<file path="src/otr_pkg.sv">
// package: register map, reset values and field layout of the trim bank
package otr_pkg;
  // printed offsets are not all multiples of four: each is an index
  localparam logic [11:0] OTR_IDX_C1_INA  = 12'h08e;
  localparam logic [11:0] OTR_IDX_C1_INB  = 12'h090;
  localparam logic [11:0] OTR_IDX_C2_INA  = 12'h092;
  localparam logic [11:0] OTR_IDX_C2_INB  = 12'h094;
  localparam logic [11:0] OTR_IDX_CAL_STS = 12'h099;
  localparam int          OTR_IDX_SHIFT   = 2;

  localparam int          OTR_NUM_TRIM    = 4;
  localparam int          OTR_TRIM_W      = 12;
  localparam int          OTR_REG_W       = 16;
  localparam int          OTR_RSV_LSB     = 12;
  localparam logic [3:0]  OTR_RSV_RESET   = 4'h0;

  // factory trim levels loaded at reset
  localparam logic [11:0] OTR_FACTORY_C1_INA = 12'h800;
  localparam logic [11:0] OTR_FACTORY_C1_INB = 12'h800;
  localparam logic [11:0] OTR_FACTORY_C2_INA = 12'h800;
  localparam logic [11:0] OTR_FACTORY_C2_INB = 12'h800;

  // calibration status register bit positions
  localparam int OTR_STS_FG_RUN   = 0;
  localparam int OTR_STS_BG_EN    = 1;
  localparam int OTR_STS_BGOS_EN  = 2;
  localparam int OTR_STS_FGOS_EN  = 3;
  localparam int OTR_STS_FOREGROUND_CAL_DONE_FLAG  = 4;
  localparam int OTR_STS_STOPPED  = 5;
  localparam int OTR_STS_WR_OK    = 6;
  localparam int OTR_STS_RD_OK    = 7;

  localparam logic [1:0]  OTR_RESP_OKAY   = 2'h0;
  localparam logic [1:0]  OTR_RESP_SLVERR = 2'h2;

  // decoded register selector
  typedef enum logic [2:0] {
    OTR_SEL_C1_INA,
    OTR_SEL_C1_INB,
    OTR_SEL_C2_INA,
    OTR_SEL_C2_INB,
    OTR_SEL_STS,
    OTR_SEL_NONE
  } otr_sel_e;
endpackage : otr_pkg

</file>
<file path="src/otr_trim_bank.sv">
// module: offset trim register bank with axi4-lite slave and trim datapath
//
// Implementation choice: register access over AXI4-Lite.
`timescale 1ns/10ps

// register map, byte address = index * 4, one 16-bit word per slot:
//   index 0x08e  core1 trim, input A
//   index 0x090  core1 trim, input B
//   index 0x092  core2 trim, input A
//   index 0x094  core2 trim, input B
//   index 0x099  calibration status, read only
// trim word: bits 15:12 spare, read/write; bits 11:0 unsigned trim
// writes outside the allowed window are dropped with slverr; reads
// outside it still return data but flag slverr, so software can
// tell a possibly half-updated trim from a settled one
module otr_trim_bank
  import otr_pkg::*;
(
  // clock and reset
  input  wire  logic        aclk,
  input  wire  logic        aresetn,
  // axi4-lite write address
  input  wire  logic [11:0] s_axi_awaddr,
  input  wire  logic        s_axi_awvalid,
  output logic              s_axi_awready,
  // axi4-lite write data
  input  wire  logic [31:0] s_axi_wdata,
  input  wire  logic [3:0]  s_axi_wstrb,
  input  wire  logic        s_axi_wvalid,
  output logic              s_axi_wready,
  // axi4-lite write response
  output logic [1:0]        s_axi_bresp,
  output logic              s_axi_bvalid,
  input  wire  logic        s_axi_bready,
  // axi4-lite read address
  input  wire  logic [11:0] s_axi_araddr,
  input  wire  logic        s_axi_arvalid,
  output logic              s_axi_arready,
  // axi4-lite read data
  output logic [31:0]       s_axi_rdata,
  output logic [1:0]        s_axi_rresp,
  output logic              s_axi_rvalid,
  input  wire  logic        s_axi_rready,
  // calibration state from the calibration engine
  input  wire  logic        foreground_cal_running,
  input  wire  logic        background_cal_enable,
  input  wire  logic        background_offset_cal_enable,
  input  wire  logic        foreground_offset_cal_enable,
  input  wire  logic        foreground_cal_done_flag,
  input  wire  logic        calibration_stopped_flag,
  // sample datapath
  input  wire  logic        core1_on_input_b,
  input  wire  logic        core2_on_input_b,
  input  wire  logic [11:0] core1_sample,
  input  wire  logic [11:0] core2_sample,
  output logic [12:0]       core1_corrected,
  output logic [12:0]       core2_corrected
);

  function automatic otr_sel_e otr_decode(input logic [11:0] addr);
    otr_sel_e sel;
    sel = OTR_SEL_NONE;
    if (addr[1:0] == 2'h0) begin
      case (addr >> OTR_IDX_SHIFT)
        OTR_IDX_C1_INA:  sel = OTR_SEL_C1_INA;
        OTR_IDX_C1_INB:  sel = OTR_SEL_C1_INB;
        OTR_IDX_C2_INA:  sel = OTR_SEL_C2_INA;
        OTR_IDX_C2_INB:  sel = OTR_SEL_C2_INB;
        OTR_IDX_CAL_STS: sel = OTR_SEL_STS;
        default:         sel = OTR_SEL_NONE;
      endcase
    end
    return sel;
  endfunction : otr_decode

  // true for the four trim words, false for status and holes
  function automatic logic otr_is_trim(input otr_sel_e sel);
    logic hit;
    hit = 1'b0;
    case (sel)
      OTR_SEL_C1_INA, OTR_SEL_C1_INB,
      OTR_SEL_C2_INA, OTR_SEL_C2_INB: hit = 1'b1;
      default:                        hit = 1'b0;
    endcase
    return hit;
  endfunction : otr_is_trim

  // trim field for the input a core is sampling; stored unsigned
  function automatic logic [OTR_TRIM_W-1:0] otr_pick_trim(
    input logic                 on_b,
    input logic [OTR_REG_W-1:0] trim_a,
    input logic [OTR_REG_W-1:0] trim_b
  );
    logic [OTR_TRIM_W-1:0] pick;
    pick = on_b ? trim_b[OTR_TRIM_W-1:0] : trim_a[OTR_TRIM_W-1:0];
    return pick;
  endfunction : otr_pick_trim

  localparam logic [11:0] FACTORY [OTR_NUM_TRIM] = '{
    OTR_FACTORY_C1_INA, OTR_FACTORY_C1_INB,
    OTR_FACTORY_C2_INA, OTR_FACTORY_C2_INB
  };

  logic [OTR_REG_W-1:0] trim_r [OTR_NUM_TRIM];
  logic [11:0]          awaddr_r;
  logic                 aw_held_r;
  logic [15:0]          wdata_r;
  logic [1:0]           wstrb_r;
  logic                 w_held_r;
  logic                 wr_ok;
  logic                 rd_ok;
  logic                 do_write;
  otr_sel_e             wr_sel;
  otr_sel_e             rd_sel;
  logic [7:0]           cal_status;
  logic [OTR_REG_W-1:0] wr_merged;
  logic                 bg_offset_active;
  logic                 fg_offset_pending;
  logic                 wr_reject;
  logic                 rd_unsettled;

  // background offset loop owns the trims while both enables are set
  assign bg_offset_active = background_cal_enable
                         && background_offset_cal_enable;
  // foreground offset result not yet settled
  assign fg_offset_pending = foreground_offset_cal_enable
                          && !background_offset_cal_enable
                          && !foreground_cal_done_flag;

  // the calibration engine owns the trims in these windows; guarding
  // here keeps a stray write from corrupting a run in progress
  assign wr_ok = !foreground_cal_running
               && !bg_offset_active;
  // reads outside these windows may catch a half-updated trim
  assign rd_ok = !fg_offset_pending
               && !(bg_offset_active
                    && !calibration_stopped_flag);

  // status word: one flag per bit, positions from the package
  always_comb begin
    cal_status                  = 8'h00;
    cal_status[OTR_STS_FG_RUN]  = foreground_cal_running;
    cal_status[OTR_STS_BG_EN]   = background_cal_enable;
    cal_status[OTR_STS_BGOS_EN] = background_offset_cal_enable;
    cal_status[OTR_STS_FGOS_EN] = foreground_offset_cal_enable;
    cal_status[OTR_STS_FOREGROUND_CAL_DONE_FLAG] = foreground_cal_done_flag;
    cal_status[OTR_STS_STOPPED] = calibration_stopped_flag;
    cal_status[OTR_STS_WR_OK]   = wr_ok;
    cal_status[OTR_STS_RD_OK]   = rd_ok;
  end

  assign wr_sel   = otr_decode(awaddr_r);
  assign rd_sel   = otr_decode(s_axi_araddr);
  // both halves held and no answer pending: one write in flight
  assign do_write = aw_held_r && w_held_r && !s_axi_bvalid;

  // refused: hole, status word, or a trim write outside its window
  assign wr_reject = !otr_is_trim(wr_sel) || !wr_ok;

  // trim read outside its window: data returned, answer flagged
  assign rd_unsettled = otr_is_trim(rd_sel) && !rd_ok;

  // write address capture
  always_ff @(posedge aclk) begin
    if (!aresetn) begin
      aw_held_r     <= 1'b0;
      awaddr_r      <= 12'h000;
      s_axi_awready <= 1'b1;
    end else if (s_axi_awvalid && s_axi_awready) begin
      aw_held_r     <= 1'b1;
      awaddr_r      <= s_axi_awaddr;
      s_axi_awready <= 1'b0;
    end else if (do_write) begin
      aw_held_r     <= 1'b0;
    end else if (s_axi_bvalid && s_axi_bready) begin
      s_axi_awready <= 1'b1;
    end
  end

  // write data capture, only the low two lanes carry register bits
  always_ff @(posedge aclk) begin
    if (!aresetn) begin
      w_held_r     <= 1'b0;
      wdata_r      <= 16'h0000;
      wstrb_r      <= 2'h0;
      s_axi_wready <= 1'b1;
    end else if (s_axi_wvalid && s_axi_wready) begin
      w_held_r     <= 1'b1;
      wdata_r      <= s_axi_wdata[15:0];
      wstrb_r      <= s_axi_wstrb[1:0];
      s_axi_wready <= 1'b0;
    end else if (do_write) begin
      w_held_r     <= 1'b0;
    end else if (s_axi_bvalid && s_axi_bready) begin
      s_axi_wready <= 1'b1;
    end
  end

  // write response
  always_ff @(posedge aclk) begin
    if (!aresetn) begin
      s_axi_bvalid <= 1'b0;
      s_axi_bresp  <= OTR_RESP_OKAY;
    end else if (do_write) begin
      s_axi_bvalid <= 1'b1;
      if (wr_reject) begin
        s_axi_bresp <= OTR_RESP_SLVERR;
      end else begin
        s_axi_bresp <= OTR_RESP_OKAY;
      end
    end else if (s_axi_bvalid && s_axi_bready) begin
      s_axi_bvalid <= 1'b0;
    end
  end

  // byte-lane merge over the addressed word; spare bits ride lane 1
  always_comb begin
    wr_merged = 16'h0000;
    case (wr_sel)
      OTR_SEL_C1_INA: wr_merged = trim_r[0];
      OTR_SEL_C1_INB: wr_merged = trim_r[1];
      OTR_SEL_C2_INA: wr_merged = trim_r[2];
      OTR_SEL_C2_INB: wr_merged = trim_r[3];
      default:        wr_merged = 16'h0000;
    endcase
    if (wstrb_r[0]) begin
      wr_merged[7:0] = wdata_r[7:0];
    end
    if (wstrb_r[1]) begin
      wr_merged[15:8] = wdata_r[15:8];
    end
  end

  // trim storage, one word per core and input
  for (genvar g = 0; g < OTR_NUM_TRIM; g++) begin : g_trim
    always_ff @(posedge aclk) begin
      if (!aresetn) begin
        trim_r[g] <= {OTR_RSV_RESET, FACTORY[g]};
      end else if (do_write && wr_ok
                   && wr_sel == otr_sel_e'(g)) begin
        trim_r[g] <= wr_merged;
      end
    end
  end

  // read channel, data registered one cycle after the address
  always_ff @(posedge aclk) begin
    if (!aresetn) begin
      s_axi_arready <= 1'b1;
      s_axi_rvalid  <= 1'b0;
      s_axi_rdata   <= 32'h0000_0000;
      s_axi_rresp   <= OTR_RESP_OKAY;
    end else if (s_axi_arvalid && s_axi_arready) begin
      s_axi_arready <= 1'b0;
      s_axi_rvalid  <= 1'b1;
      s_axi_rresp   <= OTR_RESP_OKAY;
      case (rd_sel)
        OTR_SEL_C1_INA: s_axi_rdata <= {16'h0000, trim_r[0]};
        OTR_SEL_C1_INB: s_axi_rdata <= {16'h0000, trim_r[1]};
        OTR_SEL_C2_INA: s_axi_rdata <= {16'h0000, trim_r[2]};
        OTR_SEL_C2_INB: s_axi_rdata <= {16'h0000, trim_r[3]};
        OTR_SEL_STS:    s_axi_rdata <= {24'h00_0000, cal_status};
        default: begin
          s_axi_rdata <= 32'h0000_0000;
          s_axi_rresp <= OTR_RESP_SLVERR;
        end
      endcase
      // data still returned, but flagged as possibly unsettled
      if (rd_unsettled) begin
        s_axi_rresp <= OTR_RESP_SLVERR;
      end
    end else if (s_axi_rvalid && s_axi_rready) begin
      s_axi_rvalid  <= 1'b0;
      s_axi_arready <= 1'b1;
    end
  end

  // offset correction: trim added as an unsigned value, no wrap
  always_ff @(posedge aclk) begin
    if (!aresetn) begin
      core1_corrected <= 13'h0000;
      core2_corrected <= 13'h0000;
    end else begin
      core1_corrected <= {1'b0, core1_sample}
        + {1'b0, otr_pick_trim(core1_on_input_b,
                               trim_r[0], trim_r[1])};
      core2_corrected <= {1'b0, core2_sample}
        + {1'b0, otr_pick_trim(core2_on_input_b,
                               trim_r[2], trim_r[3])};
    end
  end

endmodule : otr_trim_bank

</file>
<file path="config.mk">
export PLATFORM = sky130hd
export DESIGN_NAME = otr_trim_bank
export DESIGN_NICKNAME = d
export VERILOG_FILES = /design/src/otr_pkg.sv /design/src/otr_trim_bank.sv
export SDC_FILE = /design/constraint.sdc
export NUM_CORES = 1
export LEC_CHECK = 0
export BUFFER_PORTS_ARGS = -buffer_cell sky130_fd_sc_hd__buf_2
export CELL_PAD_IN_SITES_DETAIL_PLACEMENT = 0
export CELL_PAD_IN_SITES_GLOBAL_PLACEMENT = 1
export CORE_UTILIZATION = 45
export DETAILED_ROUTE_END_ITERATION = 7
export PLACE_DENSITY = 0.89
export SYNTH_ARGS = -nofsm -noshare
export SYNTH_HDL_FRONTEND = slang
export SYNTH_SLANG_ARGS = --single-unit
</file>
<file path="constraint.sdc">
create_clock -name aclk -period 4.9 [get_ports aclk]
set_input_delay 0.98 -clock aclk [delete_from_list [all_inputs] [get_ports aclk]]
set_output_delay 0.98 -clock aclk [all_outputs]
set_load 0.01 [all_outputs]
</file>
# == After elaboration in Yosys (flattened, before gate mapping) ==
# Memories as Yosys holds them, arrays and structs flattened.
# Cells that the tools add are included.
# word_totals
register_bits,99
ram_bits,64
inputBits,99
memories,1
# op_classes
n_addsub,2
n_eq_ne,19
muxes,45
n_bitwise,4
reduce_logical,46
# mem_list
name,depth,width,rd,rd_ports_with_merged_regs,write_ports,line_no,text
trim_r,4,16,4,0,4,otr_trim_bank.sv:104,logic [OTR_REG_W-1:0] trim_r [OTR_NUM_TRIM];
# ops
cell,n
$eq A10 B8 Y1 const B,10
$pmux W16 S5,1
$mux W16,4
$pmux W16 S4,1
$pmux W3 S5,2
$mux W1,28
$add A12 B12 Y13,2
$mux W12,2
$logic_and A1 B1 Y1,19
$mux W8,2
$eq A3 B2 Y1 const B,4
$reduce_bool A2 Y1,6
$logic_not A1 Y1,11
$reduce_or A4 Y1,2
$eq A3 B1 Y1 const B,2
$logic_not A3 Y1,2
$mux W2,3
$mux W3,2
$reduce_or A5 Y1,1
$logic_not A2 Y1,2
$ne A2 B1 Y1 const B,2
$or A1 B1 Y1,4
$reduce_and A2 Y1,2
$eq A3 B3 Y1 const B,1
$logic_or A1 B1 Y1,1

# == Longest topological paths before layout ==
# depth
word_depth,9
depth_mapped,11
ltp_nobuf,10

# == Worst setup path after synthesis ==
# No wires, ideal clock.
# synth_timing
kind,in2reg
from,input port core1_on_input_b
to,register core1_corrected[9]
setup_ns,0.070
arrival_time_ns,3.270
required_time_ns,4.830
setup_slack_ns,1.560
path_stages,9
n_path_buf,1
cell_sequence,buf_1 > mux2i_1 > inv_1 > ha_1 > a211oi_1 > o21ai_0 > a2111oi_0 > o21ai_0 > a21oi_1
# synth_via
elab_chain_cells,2
# synth_lines
element,line_no,text
start: declaration,otr_trim_bank.sv:52,"input wire logic core1_on_input_b,"
$mux W12,otr_trim_bank.sv:95,pick = on_b ? trim_b[OTR_TRIM_W-1:0] : trim_a[OTR_TRIM_W-1:0];
$add A12 B12 Y13,otr_trim_bank.sv:285,"+ {1'b0, otr_pick_trim(core1_on_input_b,"
end signal: assignment,otr_trim_bank.sv:284,"core1_corrected <= {1'b0, core1_sample}"
end: declaration,otr_trim_bank.sv:56,"output logic [12:0] core1_corrected,"
# Every way passes these cells.
# A chain may end at the register's enable or synchronous reset.

# == Worst setup path after layout ==
# Ends and elaborated chain as after synthesis.

==> impl_metrics.env <==
export IMPL_outcome="complete, no violations"
export IMPL_yosysWarnings=0
export IMPL_r2r_start="awaddr_r[1]"
export IMPL_cp_slowest_cell="a2111oi_0"
export IMPL_cp_required_ns=5.26
export IMPL_fin_crit_sh_pct=71.9
export IMPL_gr_usage_met1_pct=35.1
export IMPL_cts_tree="built"
export IMPL_crit_path_start_kind="primary input"
export IMPL_clk_pin_slew_ns=0.06
export IMPL_drive_gt1_share_pct=21.1
export IMPL_final_setup_tns_ns=0
export IMPL_critPathBufInv=2
export IMPL_end_kind="flip-flop"
export IMPL_hp_class="reg -> reg"
export IMPL_dieWidth_um=136
export IMPL_r2r_cells=3
export IMPL_synth_cell_types=77
export IMPL_grt_pass1_vias=6656
export IMPL_drv_cap=0
export IMPL_vias=7271
export IMPL_cpMostUsedCell="o21ai_0"
export IMPL_period_minus_slack_ns=3.52
export IMPL_met3_usage_pct=7.31
export IMPL_dieHeight_um=136
export IMPL_cts_htree_levels=4
export IMPL_p_per_area_nw_per_um2=314
export IMPL_final_core_utilization_pct=53.8
export IMPL_syn_cell_area_um2=8130
export IMPL_grt_pass1_wl_um=35900
export IMPL_min_to="awaddr_r[9]"
export IMPL_critical_path_max_fanout=12
export IMPL_post_cts_buffers=0
export IMPL_synth_edff_count=64
export IMPL_leakage_nw=3.60
export IMPL_reg2reg_slack_ns=1.56
export IMPL_insertion_delay_ns=0.42
export IMPL_cts_root_buf="clkbuf_16"
export IMPL_drt_iter0_markers=848
export IMPL_final_area_um2=9400
export IMPL_antenna_found_initial=0
export IMPL_grtUsageTotal_pct=25.8
export IMPL_maxSlewViolCount=0
export IMPL_place_area_um2=8870
export IMPL_routed_via_density=5.84
export IMPL_final_antenna_net_count=0
export IMPL_antennaDiodeCount=0
export IMPL_postSynth_asyncResetShare_pct=0
export IMPL_path_cells="buf_2, mux2i_1, inv_1, ha_1, a211oi_1, o21ai_0, a2111oi_0, o21ai_0, a21oi_1"
export IMPL_top_usage_layer="met2"
export IMPL_wirelength_um=23300
export IMPL_initial_core_util_pct=46.5
export IMPL_setup_worst_path_class="in -> reg"
export IMPL_tightest_slew_ns=1.14
export IMPL_numCtsBuffers=17
export IMPL_nets=1132
export IMPL_synthToLayoutAreaGrowth_pct=15.6
export IMPL_r2r_end="trim_r[1][10]"
export IMPL_clockBufferDepth=2
export IMPL_final_cells=1245
export IMPL_fp_dieArea_um2=18600
export IMPL_holdPathStages=2
export IMPL_gp_congestion=0.946
export IMPL_dpl_cell_count=1213
export IMPL_grt_max_degree=54
export IMPL_finalWorstSetupSlack_ns=1.38
export IMPL_hold_buffers=0
export IMPL_rows=48
export IMPL_synth_main_ff_cell="dfxtp_1"
export IMPL_cts_sinks=145
export IMPL_syn_inst=900
export IMPL_num_io_pins=166
export IMPL_io_buffers=129
export IMPL_finalHoldViolations=0
export IMPL_avgRoutedWirePerCell_um=18.7
export IMPL_max_stage_delay_ns=0.91
export IMPL_slew_headroom_pct=23.2
export IMPL_path_delay_family="compound AO/OA/AOI/OAI gates"
export IMPL_setup_viol=0
export IMPL_overflow=0
export IMPL_hold_start="awaddr_r[9]"
export IMPL_core_area_um2=17500
export IMPL_dp_hpwl_um=16200
export IMPL_cts_resized=0
export IMPL_worst_ep_arrival_time_ns=3.88
export IMPL_fmax_mhz=284
export IMPL_ys_seq_elements=145
export IMPL_fin_worst_skew_ns=0.00778
export IMPL_drc=0
export IMPL_grt_use_met2_pct=40.1
export IMPL_synth_area_per_cell_um2=9.04
export IMPL_firstDrtPassIters=6
export IMPL_dp_slack_ns=1.07
export IMPL_grt_setup_unrepaired="false"
export IMPL_synth_seq_area_share_pct=43.6
export IMPL_peakVddDrop_mv=0.269
==> metrics by stage <==
step | total power [W] | hold WS (ns)
after floorplan | 0.00165 | 0.432
after global placement | 0.00178 | 0.453
after detailed placement | 0.00178 | 0.468
after CTS | 0.00297 | 0.478
after global routing | 0.00309 | 0.494
final | 0.00296 | 0.476
==> how the worst max path moves through the flow <==
| stage | from | end | cells after the start | slack (ns) |
|---|---|---|---|---|
| final | core1_on_input_b | core1_corrected[9] | 9 | 1.38 |
| after global routing | core1_on_input_b | core1_corrected[9] | 9 | 1.32 |
| after CTS | core1_on_input_b | core1_corrected[9] | 9 | 1.48 |
| after detailed placement | core1_on_input_b | core1_corrected[9] | 9 | 1.07 |
| after global placement | core1_on_input_b | core1_corrected[9] | 9 | 1.10 |
| after floorplan | core1_on_input_b | core1_corrected[9] | 9 | 1.56 |
==> metal layers <==
layer  wire [um]  vias up
met5           0        -
met4         314        0
met3        2680       30
met2       10500      423
met1        9880     3314
li1            -     3504
==> worst min-delay path, cell delays in order (launching register included) <==
cell and delay, ns:
dfxtp_1 0.32, nand2_1 0.05, a21oi_1 0.06
==> flip-flops by register name, indices dropped and copies added, names as in the netlist <==
signal           count
aw_held_r            1
awaddr_r            12
core1_corrected     13
core2_corrected     13
s_axi_arready        1
s_axi_awready        1
s_axi_bresp          1
s_axi_bvalid         1
s_axi_rdata         16
s_axi_rresp          1
s_axi_rvalid         1
s_axi_wready         1
trim_r              64
w_held_r             1
wdata_r             16
wstrb_r              2
==> cell usage after synthesis (all sizes together), types with 3 or more instances <==
library cell	n	area, um^2
nand2	107	409
mux2	11	124
dfxtp	81	1620
o2111ai	3	26.3
o21ai	40	215
xor2	3	26.3
and2	8	50.1
nand3	23	140
inv	51	191
nor3	48	257
nor2b	8	50.1
o21bai	3	22.5
edfxtp	64	1920
a21o	4	30.0
mux2i	6	60.1
nand2b	7	43.8
nor4b	4	41.3
nor3b	9	82.6
a2111oi	15	131
nor2	57	214
nand4	9	56.3
a21oi	106	534
o21a	7	52.6
buf	37	239
nand4b	3	32.5
a22o	12	105
ha	24	300
and3	13	81.3
nor4	19	170
xnor2	3	26.3
a211oi	19	143
o2bb2ai	15	131
clkbuf	32	120
o221ai	4	35.0
o31ai	13	153
==> power breakdown <==
group / switching (W) / internal, W / total (W)
Sequential: 0.0000457 / 0.00133 / 0.00138
Combinational: 0.000239 / 0.000150 / 0.000388
Clock: 0.000503 / 0.000689 / 0.00119
==> cell type report <==
type                       instances  area [um^2]
fill                            1614         8080
multi-input combinational        652         4130
sequential                       145         3540
timing repair buffer             140          728
clock buffer                      20          437
tap                              225          282
inverter                          51          191
clock inverter                    12         93.8
==> cells by family (layout without fill, tap and decap cells) <==
logic type	Yosys count	after routing	share of synthesized area, %
AND/OR/NAND/NOR	325	325	21.1
AO/OA/AOI/OAI	260	260	21.5
flip-flops	145	145	43.6
buffers and inverters	120	223	6.77
adder cells (fa/ha/maj)	26	26	4.18
multiplexers	17	17	2.26
XOR/XNOR	6	6	0.646
other	1	18	0.0461
==> cell usage in the layout (no fill, tap or decap), types with 4 or more instances in the layout <==
cell       netlist  layout
a211oi_1        19      19
nand4_1          9       9
mux2_2          11      11
nand2b_1         7       7
nor4_1          15      15
nor3_1          46      46
dfxtp_1         81      81
mux2i_1          6       6
nor2b_1          8       8
a21o_1           4       4
ha_1            24      24
buf_2           14     129
o2bb2ai_1       15      15
a21oi_1        105     105
o21ai_2          4       6
nor3b_1          6       6
inv_1           50      50
a2111oi_0       15      15
nand2_1        106     106
conb_1           1      18
clkbuf_16        0      17
nand3_1         21      21
o21a_1           7       7
and3_1          13      13
o221ai_1         4       4
a22o_1          12      12
nor2_1          57      57
and2_1           7       7
edfxtp_1        64      64
o31ai_2         11      11
clkinv_2         0       5
o21ai_0         35      33
buf_4           18      11
(Power assumes the default switching activity.)
